[src/include/smc_regs.svh]
// Register offsets, reset values, speed limits, ramp times and timing counts
// Assumes pclk at 50 MHz and a 32-bit APB slave
`ifndef SMC_REGS_SVH
`define SMC_REGS_SVH
`define SMC_CLK_HZ           50000000
`define SMC_OFF_CTRL         12'h000
`define SMC_OFF_CONFIG       12'h004
`define SMC_OFF_STATUS       12'h008
`define SMC_OFF_STEPS        12'h00C
`define SMC_OFF_SPEED        12'h010
`define SMC_OFF_FAULT        12'h014
`define SMC_CTRL_RST         32'h0000_0000
`define SMC_CONFIG_RST       32'h0000_0032
`define SMC_MAX_SPEED        16'd5000
`define SMC_LIM_HALF         16'd50
`define SMC_LIM_6            16'd600
`define SMC_LIM_25           16'd2500
`define SMC_LIM_50           16'd5000
`define SMC_DEAD_MV          12'd100
`define SMC_RAMP_0_1_MS      32'd100
`define SMC_RAMP_1_MS        32'd1000
`define SMC_RAMP_2_MS        32'd2000
`define SMC_RAMP_4_MS        32'd4000
`define SMC_ENTRY_MS         32'd3000
`define SMC_IDLE_S           32'd30
`define SMC_MS_CYCLES        (`SMC_CLK_HZ / 1000)
`define SMC_ENTRY_CYCLES     (`SMC_ENTRY_MS * `SMC_MS_CYCLES)
`define SMC_IDLE_CYCLES      (`SMC_IDLE_S * `SMC_CLK_HZ)
`define SMC_BLINK_CYCLES     (`SMC_CLK_HZ / 8)
`define SMC_FAST_CYCLES      (`SMC_CLK_HZ / 32)
`endif

[src/include/smc_pkg.sv]
// Types shared by the stepper mode/status/setup block
package smc_pkg;
	typedef enum logic [1:0] {
		SMC_MODE_STEP_DIR = 2'b00,
		SMC_MODE_RUN_DIR  = 2'b01,
		SMC_MODE_CW_CCW   = 2'b10,
		SMC_MODE_ANALOG   = 2'b11
	} smc_mode_t;
	typedef enum logic [2:0] {
		SMC_ST_RUN      = 3'b000,
		SMC_ST_DISABLED = 3'b001,
		SMC_ST_VOLT     = 3'b010,
		SMC_ST_CURR     = 3'b011,
		SMC_ST_FREQ     = 3'b100
	} smc_drive_t;
	typedef enum logic [1:0] {
		SMC_SU_IDLE  = 2'b00,
		SMC_SU_CLEAR = 2'b01,
		SMC_SU_ITEM  = 2'b10,
		SMC_SU_VALUE = 2'b11
	} smc_setup_t;
endpackage

[src/rtl/smc_stepper_status.sv]
// Mode selection, lamp codes, fault output and setup-menu entry of a stepper drive
// Assumes APB master on pclk; pins and switches are asynchronous and synchronised here
`timescale 1ns/10ps
`default_nettype none
`include "smc_regs.svh"
module smc_stepper_status
	import smc_pkg::*;
#(
	parameter int unsigned ENTRY_CYCLES = `SMC_ENTRY_CYCLES,
	parameter int unsigned IDLE_CYCLES  = `SMC_IDLE_CYCLES,
	parameter int unsigned BLINK_CYCLES = `SMC_BLINK_CYCLES,
	parameter int unsigned FAST_CYCLES  = `SMC_FAST_CYCLES,
	parameter int unsigned MAX_STEP_HZ  = 200000
) (
	input  wire logic        pclk,
	input  wire logic        presetn,
	input  wire logic        psel,
	input  wire logic        penable,
	input  wire logic        pwrite,
	input  wire logic [11:0] paddr,
	input  wire logic [31:0] pwdata,
	output logic      [31:0] prdata,
	output logic             pready,
	output logic             pslverr,
	input  wire logic        step_pulse,
	input  wire logic        rotation_sense,
	input  wire logic        run_request,
	input  wire logic        clockwise_request,
	input  wire logic        counter_rotation_request,
	input  wire logic        drive_enable_in,
	input  wire logic [12:0] analog_speed_in,
	input  wire logic [7:0]  config_switch_bank,
	input  wire logic        volt_trip_in,
	input  wire logic        curr_trip_in,
	output logic             step_advance,
	output logic             motor_dir,
	output logic [15:0]      motor_speed,
	output logic             drive_on,
	output logic             fault_out,
	output logic             lamp_green,
	output logic             lamp_blue,
	output logic             lamp_orange,
	output logic             lamp_red
);
	localparam int unsigned NSYNC = 16;
	// Two-flop synchronisers; first stage is read only by the second
	logic [NSYNC-1:0] sync_a;
	logic [NSYNC-1:0] sync_b;
	logic [12:0]      an_a;
	logic [12:0]      an_b;
	logic [NSYNC-1:0] raw_in;
	assign raw_in = {volt_trip_in, curr_trip_in, drive_enable_in, counter_rotation_request,
		clockwise_request, run_request, rotation_sense, step_pulse, config_switch_bank};
	always_ff @(posedge pclk or negedge presetn) begin
		if (!presetn) begin
			sync_a <= '0;
			sync_b <= '0;
			an_a   <= '0;
			an_b   <= '0;
		end else begin
			sync_a <= raw_in;
			sync_b <= sync_a;
			an_a   <= analog_speed_in;
			an_b   <= an_a;
		end
	end
	logic [7:0] sw;
	logic       s_step, s_dir, s_run, s_cw, s_ccw, s_ena, s_curr, s_volt;
	assign sw     = sync_b[7:0];
	assign s_step = sync_b[8];
	assign s_dir  = sync_b[9];
	assign s_run  = sync_b[10];
	assign s_cw   = sync_b[11];
	assign s_ccw  = sync_b[12];
	assign s_ena  = sync_b[13];
	assign s_curr = sync_b[14];
	assign s_volt = sync_b[15];

	// Registers: ctrl (save strobe, preset speed), config (mode, bipolar)
	logic [31:0] ctrl, next_ctrl, config_r, next_config;
	logic [31:0] steps, next_steps;
	logic        step_q, save_evt;
	smc_mode_t   mode;
	logic        bipolar;
	assign mode    = smc_mode_t'(config_r[1:0]);
	assign bipolar = config_r[2];
	logic acc;
	assign acc = psel && penable;
	assign pready  = 1'b1;
	assign pslverr = acc && !(paddr == `SMC_OFF_CTRL || paddr == `SMC_OFF_CONFIG ||
		paddr == `SMC_OFF_STATUS || paddr == `SMC_OFF_STEPS || paddr == `SMC_OFF_SPEED ||
		paddr == `SMC_OFF_FAULT);

	// Drive state and lamps
	smc_drive_t drv, next_drv;
	smc_setup_t su, next_su;
	logic       rise;
	logic [31:0] freq_cnt, next_freq_cnt;
	logic [15:0] per_win, next_per_win;
	localparam int unsigned WIN = `SMC_CLK_HZ / 1000;
	localparam int unsigned MAX_PER_WIN = MAX_STEP_HZ / 1000;
	assign rise = s_step && !step_q;

	always_comb begin
		next_ctrl   = ctrl & 32'hFFFF_FFFE;
		next_config = config_r;
		if (acc && pwrite && paddr == `SMC_OFF_CTRL)
			next_ctrl = pwdata;
		if (acc && pwrite && paddr == `SMC_OFF_CONFIG)
			next_config = pwdata;
		next_steps = steps;
		if (rise && drv == SMC_ST_RUN && mode == SMC_MODE_STEP_DIR && su == SMC_SU_IDLE)
			next_steps = s_dir ? steps - 32'd1 : steps + 32'd1;
	end
	assign save_evt = ctrl[0];

	always_comb begin
		next_drv      = drv;
		next_freq_cnt = (freq_cnt >= WIN - 1) ? 32'd0 : freq_cnt + 32'd1;
		next_per_win  = (freq_cnt >= WIN - 1) ? 16'd0 : per_win + {15'd0, rise};
		unique case (drv)
			SMC_ST_RUN: begin
				if (!s_ena)
					next_drv = SMC_ST_DISABLED;
				else if (s_volt)
					next_drv = SMC_ST_VOLT;
				else if (s_curr)
					next_drv = SMC_ST_CURR;
				else if (per_win > 16'(MAX_PER_WIN))
					next_drv = SMC_ST_FREQ;
			end
			SMC_ST_DISABLED: if (s_ena) next_drv = SMC_ST_RUN;
			SMC_ST_VOLT, SMC_ST_CURR, SMC_ST_FREQ: begin
				if (!s_ena)
					next_drv = SMC_ST_DISABLED;
			end
			default: next_drv = SMC_ST_DISABLED;
		endcase
	end

	// Setup entry: four on-presses of switch four within the window, then off
	logic [2:0]  press, next_press;
	logic [31:0] win_cnt, next_win_cnt, idle_cnt, next_idle_cnt;
	logic [7:0]  sw_q;
	logic        sw4_rise, sw_any, sw_chg;
	assign sw4_rise = sw[3] && !sw_q[3];
	assign sw_any   = |sw;
	assign sw_chg   = sw != sw_q;
	always_comb begin
		next_su       = su;
		next_press    = press;
		next_win_cnt  = win_cnt;
		next_idle_cnt = sw_chg ? 32'd0 : idle_cnt + 32'd1;
		unique case (su)
			SMC_SU_IDLE: begin
				next_idle_cnt = 32'd0;
				if (press != 3'd0)
					next_win_cnt = win_cnt + 32'd1;
				if (press != 3'd0 && win_cnt >= ENTRY_CYCLES) begin
					next_press   = 3'd0;
					next_win_cnt = 32'd0;
				end else if (sw4_rise) begin
					next_press = press + 3'd1;
					if (press == 3'd0)
						next_win_cnt = 32'd0;
				end else if (press == 3'd4 && !sw[3]) begin
					next_su      = sw_any ? SMC_SU_CLEAR : SMC_SU_ITEM;
					next_press   = 3'd0;
					next_win_cnt = 32'd0;
				end
			end
			SMC_SU_CLEAR: if (!sw_any) next_su = SMC_SU_ITEM;
			SMC_SU_ITEM: if (sw_any) next_su = SMC_SU_VALUE;
			SMC_SU_VALUE: if (save_evt) next_su = SMC_SU_IDLE;
		endcase
		if (su != SMC_SU_IDLE && idle_cnt >= IDLE_CYCLES - 1)
			next_su = SMC_SU_IDLE;
	end

	// Speed: analogue input in millivolts, unipolar 0..5000, bipolar centre 2500
	logic [15:0] lim, target, next_speed, ramp_step;
	logic [12:0] mag;
	logic        an_neg, an_zero, next_dir;
	logic [31:0] ramp_ms;
	logic [31:0] tick_cnt, next_tick_cnt;
	always_comb begin
		an_neg = bipolar && an_b < 13'd2500;
		if (!bipolar)
			mag = an_b;
		else if (an_neg)
			mag = 13'd2500 - an_b;
		else
			mag = an_b - 13'd2500;
		an_zero = mag <= 13'(`SMC_DEAD_MV);
		unique case ({sw[7], sw[6]})
			2'b00:   lim = `SMC_LIM_HALF;
			2'b01:   lim = `SMC_LIM_6;
			2'b10:   lim = `SMC_LIM_25;
			default: lim = `SMC_LIM_50;
		endcase
		unique case ({sw[5], sw[4]})
			2'b00:   ramp_ms = `SMC_RAMP_0_1_MS;
			2'b01:   ramp_ms = `SMC_RAMP_1_MS;
			2'b10:   ramp_ms = `SMC_RAMP_2_MS;
			default: ramp_ms = `SMC_RAMP_4_MS;
		endcase
		target   = 16'd0;
		next_dir = motor_dir;
		unique case (mode)
			SMC_MODE_STEP_DIR: next_dir = s_dir;
			SMC_MODE_RUN_DIR: begin
				target   = s_run ? ctrl[31:16] : 16'd0;
				next_dir = s_dir;
			end
			SMC_MODE_CW_CCW: begin
				target = (s_cw ^ s_ccw) ? ctrl[31:16] : 16'd0;
				if (s_cw ^ s_ccw)
					next_dir = s_ccw;
			end
			SMC_MODE_ANALOG: begin
				if (!an_zero) begin
					if (bipolar)
						target = 16'((32'(mag) * 32'd2 * 32'(`SMC_MAX_SPEED)) / 32'd5000);
					else
						target = 16'(({3'd0, mag} * 32'(lim)) / 32'd5000);
				end
				if (bipolar && !an_zero)
					next_dir = an_neg;
				else if (!bipolar && an_zero)
					next_dir = s_dir;
			end
		endcase
		if (drv != SMC_ST_RUN || su != SMC_SU_IDLE)
			target = 16'd0;
		ramp_step     = 16'd1;
		next_tick_cnt = tick_cnt + 32'd1;
		next_speed    = motor_speed;
		if (drv == SMC_ST_VOLT || drv == SMC_ST_CURR || drv == SMC_ST_FREQ ||
			(mode == SMC_MODE_ANALOG && bipolar))
			next_speed = target;
		else if (tick_cnt >= (ramp_ms * `SMC_MS_CYCLES) / `SMC_MAX_SPEED) begin
			next_tick_cnt = 32'd0;
			if (motor_speed < target)
				next_speed = motor_speed + ramp_step;
			else if (motor_speed > target)
				next_speed = motor_speed - ramp_step;
		end
	end

	// Lamp blink timing
	logic [31:0] blk_cnt, next_blk_cnt;
	logic [3:0]  phase, next_phase;
	logic [31:0] fast_cnt, next_fast_cnt;
	logic        fast_q, next_fast_q, save_lamp, next_save_lamp;
	logic [3:0]  npulse;
	logic        red_code;
	always_comb begin
		next_blk_cnt  = blk_cnt + 32'd1;
		next_phase    = phase;
		if (blk_cnt >= BLINK_CYCLES - 1) begin
			next_blk_cnt = 32'd0;
			next_phase   = phase + 4'd1;
		end
		next_fast_cnt = fast_cnt + 32'd1;
		next_fast_q   = fast_q;
		if (fast_cnt >= FAST_CYCLES - 1) begin
			next_fast_cnt = 32'd0;
			next_fast_q   = !fast_q;
		end
		next_save_lamp = save_evt || (save_lamp && !(blk_cnt >= BLINK_CYCLES - 1));
		unique case (drv)
			SMC_ST_DISABLED: npulse = 4'd1;
			SMC_ST_VOLT:     npulse = 4'd2;
			SMC_ST_CURR:     npulse = 4'd3;
			SMC_ST_FREQ:     npulse = 4'd5;
			default:         npulse = 4'd0;
		endcase
		red_code = !phase[0] && (phase[3:1] < npulse[2:0]) && npulse != 4'd0;
	end

	always_ff @(posedge pclk or negedge presetn) begin
		if (!presetn) begin
			ctrl        <= `SMC_CTRL_RST;
			config_r    <= `SMC_CONFIG_RST;
			steps       <= '0;
			step_q      <= 1'b0;
			sw_q        <= '0;
			drv         <= SMC_ST_DISABLED;
			su          <= SMC_SU_IDLE;
			press       <= '0;
			win_cnt     <= '0;
			idle_cnt    <= '0;
			freq_cnt    <= '0;
			per_win     <= '0;
			motor_speed <= '0;
			motor_dir   <= 1'b0;
			tick_cnt    <= '0;
			blk_cnt     <= '0;
			phase       <= '0;
			fast_cnt    <= '0;
			fast_q      <= 1'b0;
			save_lamp   <= 1'b0;
		end else begin
			ctrl        <= next_ctrl;
			config_r    <= next_config;
			steps       <= next_steps;
			step_q      <= s_step;
			sw_q        <= sw;
			drv         <= next_drv;
			su          <= next_su;
			press       <= next_press;
			win_cnt     <= next_win_cnt;
			idle_cnt    <= next_idle_cnt;
			freq_cnt    <= next_freq_cnt;
			per_win     <= next_per_win;
			motor_speed <= next_speed;
			motor_dir   <= next_dir;
			tick_cnt    <= next_tick_cnt;
			blk_cnt     <= next_blk_cnt;
			phase       <= next_phase;
			fast_cnt    <= next_fast_cnt;
			fast_q      <= next_fast_q;
			save_lamp   <= next_save_lamp;
		end
	end

	// Outputs registered; step pulse only forwarded in step mode while running
	always_ff @(posedge pclk or negedge presetn) begin
		if (!presetn) begin
			step_advance <= 1'b0;
			drive_on     <= 1'b0;
			fault_out    <= 1'b0;
			lamp_green   <= 1'b0;
			lamp_blue    <= 1'b0;
			lamp_orange  <= 1'b0;
			lamp_red     <= 1'b0;
			prdata       <= '0;
		end else begin
			step_advance <= rise && drv == SMC_ST_RUN && mode == SMC_MODE_STEP_DIR &&
				su == SMC_SU_IDLE;
			drive_on     <= drv == SMC_ST_RUN || (drv == SMC_ST_DISABLED && motor_speed != 16'd0);
			fault_out    <= drv == SMC_ST_VOLT || drv == SMC_ST_CURR;
			if (su == SMC_SU_IDLE) begin
				lamp_green  <= mode == SMC_MODE_STEP_DIR;
				lamp_blue   <= mode == SMC_MODE_RUN_DIR || mode == SMC_MODE_CW_CCW;
				lamp_orange <= mode == SMC_MODE_ANALOG;
				lamp_red    <= red_code || save_lamp;
			end else begin
				lamp_blue   <= 1'b0;
				lamp_orange <= 1'b0;
				lamp_red    <= (su == SMC_SU_CLEAR && fast_q) || save_lamp;
				if (su == SMC_SU_ITEM)
					lamp_green <= phase[0];
				else if (su == SMC_SU_VALUE)
					lamp_green <= phase[2:0] == 3'd0;
				else
					lamp_green <= 1'b0;
			end
			if (psel && !penable && !pwrite) begin
				unique case (paddr)
					`SMC_OFF_CTRL:   prdata <= ctrl;
					`SMC_OFF_CONFIG: prdata <= config_r;
					`SMC_OFF_STATUS: prdata <= {25'd0, drv, su, motor_dir};
					`SMC_OFF_STEPS:  prdata <= steps;
					`SMC_OFF_SPEED:  prdata <= {16'd0, motor_speed};
					`SMC_OFF_FAULT:  prdata <= {31'd0, fault_out};
					default:         prdata <= '0;
				endcase
			end
		end
	end
endmodule // smc_stepper_status
`default_nettype wire

[config.mk]
export PLATFORM = sky130hd
export DESIGN_NAME = smc_stepper_status
export DESIGN_NICKNAME = d
export VERILOG_FILES = /design/src/include/smc_pkg.sv /design/src/rtl/smc_stepper_status.sv
export VERILOG_INCLUDE_DIRS = /design/src /design/src/include
export SDC_FILE = /design/constraint.sdc
export NUM_CORES = 2
export LEC_CHECK = 0
export BUFFER_PORTS_ARGS = -buffer_cell sky130_fd_sc_hd__buf_2
export CAP_MARGIN = 20
export CORE_AREA = 2 2 353 355
export DETAILED_ROUTE_END_ITERATION = 8
export DIE_AREA = 0 0 355 357
export GPL_TIMING_DRIVEN = 0
export PLACE_DENSITY = 0.42
export SLEW_MARGIN = 20
export SYNTH_ARGS = -nofsm -noshare
export SYNTH_HDL_FRONTEND = slang
export SYNTH_SLANG_ARGS = --single-unit
export TNS_END_PERCENT = 100
[constraint.sdc]
create_clock -name pclk -period 31.9 [get_ports pclk]
set_clock_uncertainty 0.15 [all_clocks]
set_input_delay 6.38 -clock pclk [delete_from_list [all_inputs] [get_ports pclk]]
set_output_delay 6.38 -clock pclk [all_outputs]
set_load 0.01 [all_outputs]
==> metrics <==
status finished, final reports clean; Worst-Skew Late Latency 0.61 ns; DR iter-0 viols 1926; Worst path slowest cell a2111oi_2; Longest Clk Path Bufs 3; DRC Markers 0; max-capacitance violation count 0; core footprint 123000 µm²; Most used DFF post-synth dfrtp_1; Worst Tran Pin Value 0.998 ns; sequential cell area 11000 µm²; crit-path max FO 15; Total GRT Usage 0.171; EDFF count, synth 0; type of origin of the critical path flop; area delta synth->final 14.0%; largest cells by area after synthesis dfrtp_1 (30%), ha_1 (10%), fa_1 (6.9%), nand2_1 (4.4%), xnor2_1 (4.1%); number of global-route vias before repair 30400; final hold violations 0; Root Driver clkbuf_16; multi-input logic area 24100 µm²; slew margin rel. 0.334; nets 4866; Setup CP Type reg -> reg; post-synth top area share 0.298; arrival time at the worst endpoint 29.81 ns; asr flop ratio synth 1.00; fillers 13000; simple-gate share of the synthesized area 0.178; Post-Synth XOR/XNOR Area 0.0741; Die Footprint 127000 µm²; delay-heaviest family, CP compound AO/OA/AOI/OAI gates; Fin Hold WS 0.196 ns; DRT Pass-1 Iters 5; Clock Pin Slew Worst Setup and Hold Paths 0.06 ns; largest family of logic cells by synthesized area compound AO/OA/AOI/OAI gates; H-tree depth 2; final worst-path cycle share 0.925; worst hold start sync_a[5]; Worst Path Buf+Inv 12; GPL Wtd Cong 0.813; Seq/Total Area, Yosys 0.301; global-route wire length before repair 175000 µm; TritonCTS clock tree done; Synth warnings 0; placed cell count 5939; commonest cells after routing, fill and taps aside dfrtp_1 (436), nand2_1 (427), inv_1 (346); vias per std cell 5.00; Worst path max stage delay 0.58 ns; dpl hpwl 85800 µm; Die H 357 µm; final-report setup violation count 0; ratio of cells with drive above 1 in the final layout 0.114; Hold Path Class reg -> reg; initial antenna violation count 2; total CTS buffers 47; Worst Path Required 32.21 ns; row cnt 129; largest net degree at the start of global routing 89; via count 30200; gr ovfl total 0; Final min period 29.50 ns; wire per inst 18.0 µm; critical path startpoint an_b[4]; post-synth cell types 135; Post-Synth Adder-Cell Area 0.174; Compound-Gate Fraction of Synth Area 0.179; reg2reg start an_b[4]; synthesized area per cell 8.90 µm²; # clock sinks 441; Post-DRT Antenna Nets 0; Non-Filler Instances 6036; DRT Wirelength 109000 µm; Cells after Synth 4119; # IOs 136; Die Width 355 µm; Yosys reg bits 441; CP dominant cell by count a21oi_1; critical path capture point type flop; cell taking the most area after synthesis dfrtp_1; # port buffers 132; most common library cell in the layout ignoring fill and taps dfrtp_1; Cell Area, Synth 36700 µm²; FMAX 33.9 MHz; post-synthesis mux area share 0.0397; initial core utilization 0.298; Max Slew Vio Count 0
-- cell usage after synthesis (11+ instances only) --
| master | count |
|---|---|
| o2111ai_1 | 18 |
| a21o_1 | 54 |
| o31ai_1 | 28 |
| buf_6 | 13 |
| nor4_1 | 41 |
| o21ai_0 | 237 |
| and4_1 | 13 |
| xnor2_1 | 172 |
| clkbuf_1 | 87 |
| mux2_2 | 88 |
| mux2i_1 | 41 |
| xor2_1 | 124 |
| nand2b_1 | 24 |
| o31a_1 | 11 |
| o211ai_1 | 33 |
| nand3b_1 | 11 |
| nand2_1 | 428 |
| and2_1 | 47 |
| nor3_1 | 83 |
| nor2b_1 | 32 |
| a222oi_1 | 26 |
| ha_1 | 303 |
| or3_1 | 23 |
| nand4_1 | 47 |
| dfrtp_1 | 437 |
| o211a_1 | 12 |
| a31oi_1 | 34 |
| inv_1 | 347 |
| o21bai_1 | 42 |
| and3_1 | 66 |
| fa_1 | 126 |
| a211oi_1 | 22 |
| o22ai_1 | 16 |
| or2_2 | 16 |
| nand3_1 | 132 |
| nor2_1 | 344 |
| a21oi_1 | 214 |
| o21ai_1 | 19 |
| o21a_1 | 28 |
-- path summary, 6_finish.rpt --
kind | endpoint | slack, ns | cells after the start
min | sync_b[5] | 0.20 | 0
max in group asynchronous | sync_a[5] | 24.34 | 4
max | motor_speed[15] | 2.40 | 117
min reg2reg | sync_b[5] | 0.20 | 0
max reg2reg | motor_speed[15] | 2.40 | 117
min in group asynchronous | blk_cnt[3] | 5.56 | 1
-- worst register-to-register path: cells and delay by family (launching register included) --
family | cells | cell delay, ns
muxes | 2 | 0.28
xor gates and xnor gates | 4 | 0.97
AOI/OAI and AO/OA | 64 | 16.85
buffers and inverters | 12 | 2.28
adders and majority gates | 8 | 3.42
and+or+nand+nor | 27 | 4.83
DFF | 1 | 0.53
-- metrics by stage --
stage / cell area (µm²) / setup slack, ns / TNS [ns] / util
finish: 41800 / 2.40 / 0 / 0.340
global route: 41800 / -0.00000355 / -0.00000355 / 0.340
CTS: 41500 / 0.141 / 0 / 0.338
detailed placement: 39900 / 0.309 / 0 / 0.324
global placement: 39500 / -0.905 / -2.32 / 0.321
floorplan: 36800 / 6.06 / 0 / -
-- repair_timing --
action | in CTS | in global routing
setup buffers | 0 | 9
hold buffers | 0 | 0
setup endpoints to repair | 0 | 13
resized for setup | 0 | 30
-- final cells by class --
class,instances,share of cell area
clock inverter,20,0.00662
clock buffer,67,0.0333
antenna,2,0.000120
multi-input combinational,3238,0.576
timing repair buffer,154,0.0239
tap,1637,0.0490
inverter,353,0.0317
sequential,441,0.264
buffer,124,0.0148
-- logic make-up after synthesis --
family / after synthesis
DFF: 441
buffers and inverters: 478
adders and majority gates: 435
AOI/OAI and AO/OA: 960
and+or+nand+nor: 1367
muxes: 133
other: 2
xor gates and xnor gates: 303
-- state kept, by name, summed over array words and instances (netlist names), 32 cells and up --
register and count:
steps 32, ctrl 32, fast_cnt 32, tick_cnt 32, win_cnt 32, blk_cnt 32, config_r 32, idle_cnt 32
freq_cnt 32, prdata 32
-- routing by layer --
metal	wire (µm)	track usage
met3	3710	0.0217
met1	54100	0.248
met2	49300	0.276
met4	1510	0.0265
met5	7	0
Power is not shown: default switching activity piles up to over one toggle a cycle in this logic, so the estimate is an artifact.
